===== src/ddp_defines.vh =====
// ddp_defines.vh - constants for the dual data pointer unit
// assumes inclusion by bare name from the design file; definitions only
`ifndef DDP_DEFINES_VH
`define DDP_DEFINES_VH

// special function register addresses
`define DDP_ADDR_CTRL 8'hA7
`define DDP_ADDR_LOW 8'h82
`define DDP_ADDR_HIGH 8'h83
`define DDP_ADDR_PAGE 8'h84

// control register fields and reset value
`define DDP_CTRL_RESET 8'h00
`define DDP_CTRL_WMASK 8'h7D
`define DDP_BIT_SEL 0
`define DDP_BIT_TOGGLE 6
`define DDP_MAIN_MODE_LO 2
`define DDP_MAIN_MODE_HI 3
`define DDP_SHAD_MODE_LO 4
`define DDP_SHAD_MODE_HI 5

// post-access modification modes
`define DDP_MODE_KEEP 2'h0
`define DDP_MODE_INC 2'h1
`define DDP_MODE_DEC 2'h2
`define DDP_MODE_FLIP 2'h3

// pointer reset value
`define DDP_PTR_RESET 24'h000000

// byte positions of the pointer in the register view
`define DDP_BYTE_LOW 2'h0
`define DDP_BYTE_HIGH 2'h1
`define DDP_BYTE_PAGE 2'h2

`endif


===== src/ddp_pointer_unit.v =====
// ddp_pointer_unit.v - dual 24-bit data pointer with control register
// assumes a core that writes and reads registers by address on one clock
// and pulses ptr_move once per move addressed through the active pointer
`timescale 1ns/100ps
`default_nettype none
`include "ddp_defines.vh"

module ddp_pointer_unit #(
  parameter PW = 24 // pointer width
) (
  input wire clock, // core clock, 10 MHz
  input wire reset_n, // synchronous reset, active low
  input wire [7:0] reg_addr, // register address
  input wire reg_wr, // write strobe, one cycle
  input wire [7:0] reg_wdata, // write data
  output reg [7:0] reg_rdata, // read data, combinational from registers
  output wire reg_hit, // address decodes to this unit
  input wire ptr_load, // load whole active pointer
  input wire [PW-1:0] ptr_load_val, // value for ptr_load
  input wire ptr_move, // pointer-addressed data or code move done
  output reg [PW-1:0] active_address_pointer // selected pointer, for addressing
);

  // architectural state
  reg [7:0] ctrl_q; // control register, bits 7 and 1 held at zero
  reg [PW-1:0] main_q; // main pointer
  reg [PW-1:0] shad_q; // shadow pointer

  // next-state values from the combinational update
  reg [PW-1:0] main_d; // next main pointer
  reg [PW-1:0] shad_d; // next shadow pointer
  reg [7:0] ctrl_d; // next control register
  reg [PW-1:0] act_d; // next value of whichever pointer is active

  // decoded control fields
  wire sel; // 0 main active, 1 shadow active
  wire toggle_en; // swap selection after each pointer move
  wire [1:0] main_mode; // main post-access mode
  wire [1:0] shad_mode; // shadow post-access mode

  // decoded register write strobes, one cycle each
  wire wr_ctrl; // write to the control register
  wire wr_low; // write to low byte of the active pointer
  wire wr_high; // write to high byte of the active pointer
  wire wr_page; // write to page byte of the active pointer

  // the single active pointer path
  wire [PW-1:0] act_q; // active pointer before update
  wire [1:0] act_mode; // mode field that belongs to the active pointer
  wire [PW-1:0] act_mod; // active pointer after its post-access mode

  // apply one post-access mode to a pointer
  // increment and decrement wrap over the whole width, so a block copy
  // that runs off the top of one page carries into the next page, and only the top of the 24-bit space comes back at zero
  function [PW-1:0] post_mod;
    input [PW-1:0] p;
    input [1:0] m;
    begin
      case (m)
        `DDP_MODE_INC: post_mod = p + {{(PW-1){1'b0}}, 1'b1};
        `DDP_MODE_DEC: post_mod = p - {{(PW-1){1'b0}}, 1'b1};
        `DDP_MODE_FLIP: post_mod = {p[PW-1:1], ~p[0]};
        default: post_mod = p;
      endcase
    end
  endfunction

  // replace one byte of a pointer
  function [PW-1:0] put_byte;
    input [PW-1:0] p;
    input [1:0] idx;
    input [7:0] b;
    reg [PW-1:0] r;
    begin
      r = p;
      r[idx*8 +: 8] = b;
      put_byte = r;
    end
  endfunction

  // pick one byte of a pointer for the register view
  function [7:0] get_byte;
    input [PW-1:0] p;
    input [1:0] idx;
    begin
      get_byte = p[idx*8 +: 8];
    end
  endfunction

  // control field decode
  assign sel = ctrl_q[`DDP_BIT_SEL];
  assign toggle_en = ctrl_q[`DDP_BIT_TOGGLE];
  assign main_mode = ctrl_q[`DDP_MAIN_MODE_HI:`DDP_MAIN_MODE_LO];
  assign shad_mode = ctrl_q[`DDP_SHAD_MODE_HI:`DDP_SHAD_MODE_LO];

  // address decode, shared by reads and writes
  assign reg_hit = (reg_addr == `DDP_ADDR_CTRL) || (reg_addr == `DDP_ADDR_LOW) ||
                   (reg_addr == `DDP_ADDR_HIGH) || (reg_addr == `DDP_ADDR_PAGE);
  assign wr_ctrl = reg_wr && (reg_addr == `DDP_ADDR_CTRL);
  assign wr_low = reg_wr && (reg_addr == `DDP_ADDR_LOW);
  assign wr_high = reg_wr && (reg_addr == `DDP_ADDR_HIGH);
  assign wr_page = reg_wr && (reg_addr == `DDP_ADDR_PAGE);

  // one mux picks the active pointer; everything after it sees only that
  // one, so no path can reach the inactive pointer by mistake
  assign act_q = sel ? shad_q : main_q;
  assign act_mode = sel ? shad_mode : main_mode;
  assign act_mod = post_mod(act_q, act_mode);

  // active pointer view follows the select bit
  always @* begin
    active_address_pointer = act_q;
  end

  // read mux; unmapped addresses read zero
  always @* begin
    case (reg_addr)
      `DDP_ADDR_CTRL: reg_rdata = ctrl_q;
      `DDP_ADDR_LOW: reg_rdata = get_byte(act_q, `DDP_BYTE_LOW);
      `DDP_ADDR_HIGH: reg_rdata = get_byte(act_q, `DDP_BYTE_HIGH);
      `DDP_ADDR_PAGE: reg_rdata = get_byte(act_q, `DDP_BYTE_PAGE);
      default: reg_rdata = 8'h00;
    endcase
  end

  // next state of the active pointer and the control register
  // priority is register write, then whole load, then move; a byte write
  // is taken against the stored pointer, so a move in that same cycle is
  // dropped for that pointer rather than merged
  // a control write in a move cycle also wins over the automatic swap,
  // which keeps software in charge of the selection it just wrote
  // the mode applied is the one of the pointer used by the move, and the
  // swap only changes which pointer the next move will use
  always @* begin
    main_d = main_q;
    shad_d = shad_q;
    ctrl_d = ctrl_q;
    act_d = act_q;
    if (ptr_move) begin
      act_d = act_mod;
      if (toggle_en) begin
        ctrl_d[`DDP_BIT_SEL] = ~sel;
      end
    end
    if (ptr_load) begin
      act_d = ptr_load_val;
    end
    if (wr_low) begin
      act_d = put_byte(act_q, `DDP_BYTE_LOW, reg_wdata);
    end
    if (wr_high) begin
      act_d = put_byte(act_q, `DDP_BYTE_HIGH, reg_wdata);
    end
    if (wr_page) begin
      act_d = put_byte(act_q, `DDP_BYTE_PAGE, reg_wdata);
    end
    if (wr_ctrl) begin
      ctrl_d = reg_wdata & `DDP_CTRL_WMASK;
    end
    // route the update back to the pointer that was active this cycle
    if (sel) begin
      shad_d = act_d;
    end else begin
      main_d = act_d;
    end
  end

  // state registers
  always @(posedge clock) begin
    if (!reset_n) begin
      ctrl_q <= `DDP_CTRL_RESET;
      main_q <= `DDP_PTR_RESET;
      shad_q <= `DDP_PTR_RESET;
    end else begin
      ctrl_q <= ctrl_d;
      main_q <= main_d;
      shad_q <= shad_d;
    end
  end

endmodule // ddp_pointer_unit

`default_nettype wire


===== config.mk =====
export PLATFORM = sky130hd
export DESIGN_NAME = ddp_pointer_unit
export DESIGN_NICKNAME = d
export VERILOG_FILES = /design/src/ddp_pointer_unit.v
export VERILOG_INCLUDE_DIRS = /design/src
export SDC_FILE = /design/constraint.sdc
export NUM_CORES = 1
export LEC_CHECK = 0
export BUFFER_PORTS_ARGS = -buffer_cell sky130_fd_sc_hd__buf_2
export CORE_UTILIZATION = 42
export DETAILED_ROUTE_END_ITERATION = 8
export HOLD_SLACK_MARGIN = 0.08
export PLACE_DENSITY = 0.64
export SLEW_MARGIN = 30
export SYNTH_ARGS = -nofsm -noshare
export SYNTH_HDL_FRONTEND = slang
export SYNTH_SLANG_ARGS = --single-unit

===== constraint.sdc =====
create_clock -name clock -period 9.33 [get_ports clock]
set_clock_uncertainty 0.05 [all_clocks]
set_input_delay 1.866 -clock clock [delete_from_list [all_inputs] [get_ports clock]]
set_output_delay 1.866 -clock clock [all_outputs]
set_load 0.02 [all_outputs]

-- Yosys cells after proc, flatten, opt, wreduce, memory -nomap -nowiden
Index checks and enable logic that the tools add are counted.
- logic and storage cells: 37
- bits of input ports: 45
- register bits: 54
- bitwise logic cells: 2
- $add $sub $neg: 2
- equality and inequality tests: 7
- reductions and logical operators: 10
- multiplexer cells: 12
- operators with widths (operator ; number):
    $mux W24 ; 6
    $pmux W24 S3 ; 1
    $eq A8 B8 Y1 const B ; 4
    $pmux W8 S4 ; 1
    $add A24 B1 Y24 const B ; 1
    $sub A24 B1 Y24 const B ; 1
    $eq A2 B2 Y1 const B ; 2
    $logic_and A1 B1 Y1 ; 4
    $reduce_bool A2 Y1 ; 2
    $logic_or A1 B1 Y1 ; 3
    $mux W1 ; 3
    $eq A2 B1 Y1 const B ; 1
    $mux W2 ; 1
    $not A1 Y1 ; 2
    $reduce_and A2 Y1 ; 1

-- Logic depth before layout (Yosys ltp)
- depth in word-level cells: 8
- mapped depth: 22

-- Worst setup path after synthesis
Ideal clock, no wire load.
- kind: input-to-output
- start: input reg_addr[3]
- end: output reg_rdata[6]
- arrival time: 3.445 ns
- stages on the path: 5
- setup slack: 3.969 ns
- path through: or4b_1 -> nor2_1 -> nand2_1 -> a211oi_1 -> a221o_1
- word-level cells in the longest chain between the ends: 2
- ends and longest elaborated chain (what ; RTL line ; RTL):
    start, declared ; ddp_pointer_unit.v:13 ; input wire [7:0] reg_addr,
    $eq A8 B8 Y1 (on tied branches) ; - ;
    $pmux W8 S4 (*) ; ddp_pointer_unit.v:117 ; case (reg_addr)
    end, declared ; ddp_pointer_unit.v:16 ; output reg [7:0] reg_rdata,
Mark *: on every way between the ends. The rest lies on a longest branch, timed or not.

-- Worst setup path in the final report
- start: input reg_addr[3]
- end: output reg_rdata[5]
Same word-level chain as after synthesis.

==> results by stage <==
Status:
- The run finished with clean final reports.

Synth:
- After synthesis the netlist holds a flip-flop and latch count of 54.
- The most common flop cell mapped by yosys is sky130_fd_sc_hd__dfxtp_1.
- After synthesis, the mean cell area works out to 7.10 µm².
- Of all flip-flops after synthesis, the portion carrying an async set or reset was 0%.
- The top cell type's share of synthesized area is 19.7%.
- The post-synth net total is 824.
- sky130_fd_sc_hd__dfxtp_1 takes more of the synthesized area than any other cell.
- The number of synthesis warnings is 0.
- The share of synthesized area occupied by flip-flops and latches is 19.7%.
- The number of unique standard cell types used by synthesis is 81.
- Ranked by total cell area, the synthesized netlist is headed by sky130_fd_sc_hd__dfxtp_1 (20%), sky130_fd_sc_hd__o21ai_0 (5.9%), sky130_fd_sc_hd__mux2i_1 (5.6%).
- The count of flip-flops with a built-in enable after synthesis is 0.
- The synthesized netlist occupies a cell area of 5500 µm².
- The gate count after technology mapping is 774.

Pwr:
- The power density relative to cell area is 96.3 nW/µm².
- The overall power is 584 µW.
- The reported leakage power is 2.21 nW.
- The worst-case IR drop observed on VDD is 0.0681 mV.

Timing:
- The summed negative setup slack over all endpoints is 0 ns.
- Setup repair after global routing left no endpoint under its margin.
- The count of final max-slew check failures came to 0.
- The smallest clock period supported by the final layout is computed as 5.81 ns.
- Dividing the final minimum period by the clock period gives 62.3%.
- The total count of hold-check failures in the final report is 0.
- Setup violations remaining at the end of the flow were counted as 0.
- The maximum clock frequency is 0.172 GHz.
- The worst max-slew margin expressed relative to the limit is 37.7%.
- The worst-margin pin slew is 0.929 ns.
- Setup slack on the critical path of the routed design comes to 3.52 ns.

Clocking:
- The buffers inserted during post-CTS setup optimization is 0.
- The CTS buffer count is 5.
- The clock tree root buffer cell is sky130_fd_sc_hd__clkbuf_16.
- The maximum buffer depth of the clock tree is 2.
- The clock tree from TritonCTS is yes.
- The number of cells upsized or downsized after cts is 0.
- At the later pin of the worst-skew pair, clock insertion delay measures 0.32 ns.
- The clock tree synthesis step divided the H-tree into 2 levels.
- Hold repair after CTS inserted 0 buffers.
- The count of clock tree sinks is 54.
- The clock slew at the register clock pins of the worst setup and hold paths is 0.07 ns.

Finish:
- The finished layout holds 989 standard cells, fillers aside.
- The number of nets in the layout is 866.
- The area growth from synthesis to layout is 10.4%.
- The number of diodes added for antenna fixing is 0.
- In the final layout, the share of cells above drive strength 1 is 16.2%.
- The final standard cell area without fillers is 6070 µm².

Worst setup path:
- The category of the most critical setup path is in -> out.
- Data on the critical path is required at its endpoint by 7.41 ns.
- The type of origin of the critical path is an input pin.
- The number of buffer and inverter stages on the critical path is 2.
- In this run the worst path has a maximum fanout of 8.
- Grouping stages by cell kind, the critical path spends the most delay in simple AND/OR/NAND/NOR gates.
- The endpoint arrival time on the critical path is 3.90 ns.
- Among all stages on the critical path, the largest delay is contributed by sky130_fd_sc_hd__or4b_1.
- The worst setup path is captured at an output port.
- Walking the worst path, the cells encountered are buf_2, or4b_1, nor2_1, nand2_1, a211oi_1, a221o_1, buf_2.
- The largest single stage delay on the critical path is 0.61 ns.
- The most common cell type on the critical path is sky130_fd_sc_hd__buf_2.

Place:
- In this run, placement finished with an instance count of 981.
- The final HPWL from detailed placement is 15.7 mm.
- The cell area reported after detailed placement is 5920 µm².
- The worst setup timing slack at the placement stage is 3.52 ns.
- The weighted congestion reported at the end of routability-driven placement is 0.934.
- In this run the tool buffered the top-level ports with 77 buffer cells.

Flow run:
- The number of maximum-capacitance constraint violations is 0.

Detailed routing:
- The post-detailed-routing wire length is 21.8 mm.
- Dividing the detail-routed via count by the number of cells gives 6.62.
- The final antenna-violating net count is 0.
- The number of vias in the routed layout is 6546.
- The post-route DRC violation count is 0.
- The pre-antenna-repair detailed-routing pass consisted of 5 iterations.
- The first routing iteration left 738 violations.
- The final routed wire length divided by cell count is 22.0 µm.

Global routing:
- The pin count of the biggest net entering global routing is 64.
- The via count of the first global-routing pass is 5984.
- The initial antenna violation count came to 0.
- The all-layer global routing usage is 32.6%.
- The first-pass GRT wire length is 33.3 mm.
- The final global-route overflow total is 0.

Worst hold path:
- The worst hold-check path type is reg -> reg.

Die:
- The area of the core is 12700 µm².
- In this run the core area contains 41 standard-cell rows.
- The number of ports placed on the die boundary is 78.
- The starting density of the core is 43.4%.
- The overall die height is 116 µm.
- The floorplan step defined a die boundary enclosing 13600 µm².
- The die is 116 µm wide.
[synthesized netlist by cell type (9+ instances only)]
library cell,count
sky130_fd_sc_hd__nand3_1,42
sky130_fd_sc_hd__nor2_1,76
sky130_fd_sc_hd__nor3_1,31
sky130_fd_sc_hd__nand2_1,70
sky130_fd_sc_hd__a21oi_1,61
sky130_fd_sc_hd__inv_1,19
sky130_fd_sc_hd__o31ai_1,14
sky130_fd_sc_hd__o22ai_1,11
sky130_fd_sc_hd__a31oi_1,19
sky130_fd_sc_hd__nor4_1,9
sky130_fd_sc_hd__dfxtp_1,54
sky130_fd_sc_hd__o21ai_0,65
sky130_fd_sc_hd__xnor2_1,21
sky130_fd_sc_hd__mux2i_1,31
sky130_fd_sc_hd__nor3b_1,11
sky130_fd_sc_hd__buf_2,9
sky130_fd_sc_hd__a211oi_1,16
sky130_fd_sc_hd__clkbuf_1,35
[per-stage QoR]
stage	hold slack [ns]	utilization (%)
after floorplan	0.388	-
after global placement	0.398	46.7
after detailed placement	0.404	46.7
after CTS	0.415	47.9
after global routing	0.427	47.9
final	0.413	47.9
[cells in the final DEF, fill, tap and decap left out, types with 6 or more instances in the layout]
cell / n
sky130_fd_sc_hd__nand2b_1: 6
sky130_fd_sc_hd__mux2i_1: 31
sky130_fd_sc_hd__o31ai_1: 14
sky130_fd_sc_hd__o221ai_1: 6
sky130_fd_sc_hd__o21a_1: 7
sky130_fd_sc_hd__nor2_1: 76
sky130_fd_sc_hd__nor3b_1: 11
sky130_fd_sc_hd__o211ai_1: 6
sky130_fd_sc_hd__a21o_1: 6
sky130_fd_sc_hd__a221oi_1: 7
sky130_fd_sc_hd__buf_2: 77
sky130_fd_sc_hd__and3_1: 6
sky130_fd_sc_hd__o22ai_1: 11
sky130_fd_sc_hd__inv_1: 19
sky130_fd_sc_hd__o21ai_0: 65
sky130_fd_sc_hd__nor4_1: 9
sky130_fd_sc_hd__a211oi_1: 16
sky130_fd_sc_hd__buf_4: 9
sky130_fd_sc_hd__nand3_1: 42
sky130_fd_sc_hd__nor3_1: 31
sky130_fd_sc_hd__a31oi_1: 19
sky130_fd_sc_hd__nand4_1: 8
sky130_fd_sc_hd__dfxtp_1: 53
sky130_fd_sc_hd__a21oi_1: 61
sky130_fd_sc_hd__nand2_1: 70
sky130_fd_sc_hd__inv_2: 7
sky130_fd_sc_hd__a311oi_1: 6
sky130_fd_sc_hd__xnor2_1: 21
[routing by layer]
layer | GRT usage [%] | wire length (µm)
met1 | 42.0 | 8680
met2 | 52.5 | 10100
met3 | 4.98 | 2060
met4 | 17.6 | 967
met5 | 0 | 0
[sequential cells by signal, indices dropped and copies added, names as in the netlist]
| signal | cells |
|---|---|
| ctrl_q | 6 |
| shad_q | 24 |
| main_q | 24 |
[worst reg2reg max path: cells and delay by family, from the launching register on]
kind,cells,cell delay [ns]
multiplexers,1,0.48
AND/OR/NAND/NOR,3,0.86
flip-flops,1,0.53
adder cells (fa/ha/maj),1,0.24
AO/OA/AOI/OAI,6,1.90
buffers and inverters,2,1.27
[power by group]
part / total (mW) / internal, mW / switching, mW
Sequential: 0.244 / 0.237 / 0.00660
Combinational: 0.141 / 0.0450 / 0.0961
Clock: 0.199 / 0.100 / 0.0993
Total: 0.584 / 0.382 / 0.202
[layout make-up]
type,instances,area (µm²)
Clock buffer,6,129
Clock inverter,2,15.0
Fill cell,1350,6600
Inverter,31,116
Multi-Input combinational cell,638,4060
Sequential cell,54,1080
Tap cell,172,215
Timing Repair Buffer,86,453
[kinds of logic (layout without fill, tap and decap cells)]
kind of cell,count (synthesis),count (layout),share of synthesized area (%)
AOI/OAI and AO/OA,280,280,34.2
xor gates and xnor gates,21,21,3.34
muxes,45,45,9.76
buffers and inverters,82,125,6.67
adders and majority gates,5,5,1.14
DFF,54,54,19.7
and+or+nand+nor,287,287,25.2
[worst paths after layout]
kind	from	to	slack, ns	cells past startpoint
worst min register to register	main_q[22]$_SDFFE_PN0N_	main_q[22]$_SDFFE_PN0N_	0.41	2
worst max-delay path	reg_addr[3]	reg_rdata[5]	3.52	7
worst min-delay path	main_q[22]$_SDFFE_PN0N_	main_q[22]$_SDFFE_PN0N_	0.41	2
worst max register to register	ctrl_q[0]$_SDFFE_PN0P_	shad_q[19]$_SDFFE_PN0P_	3.90	13
No activity file was read; power rests on OpenSTA's default activity.
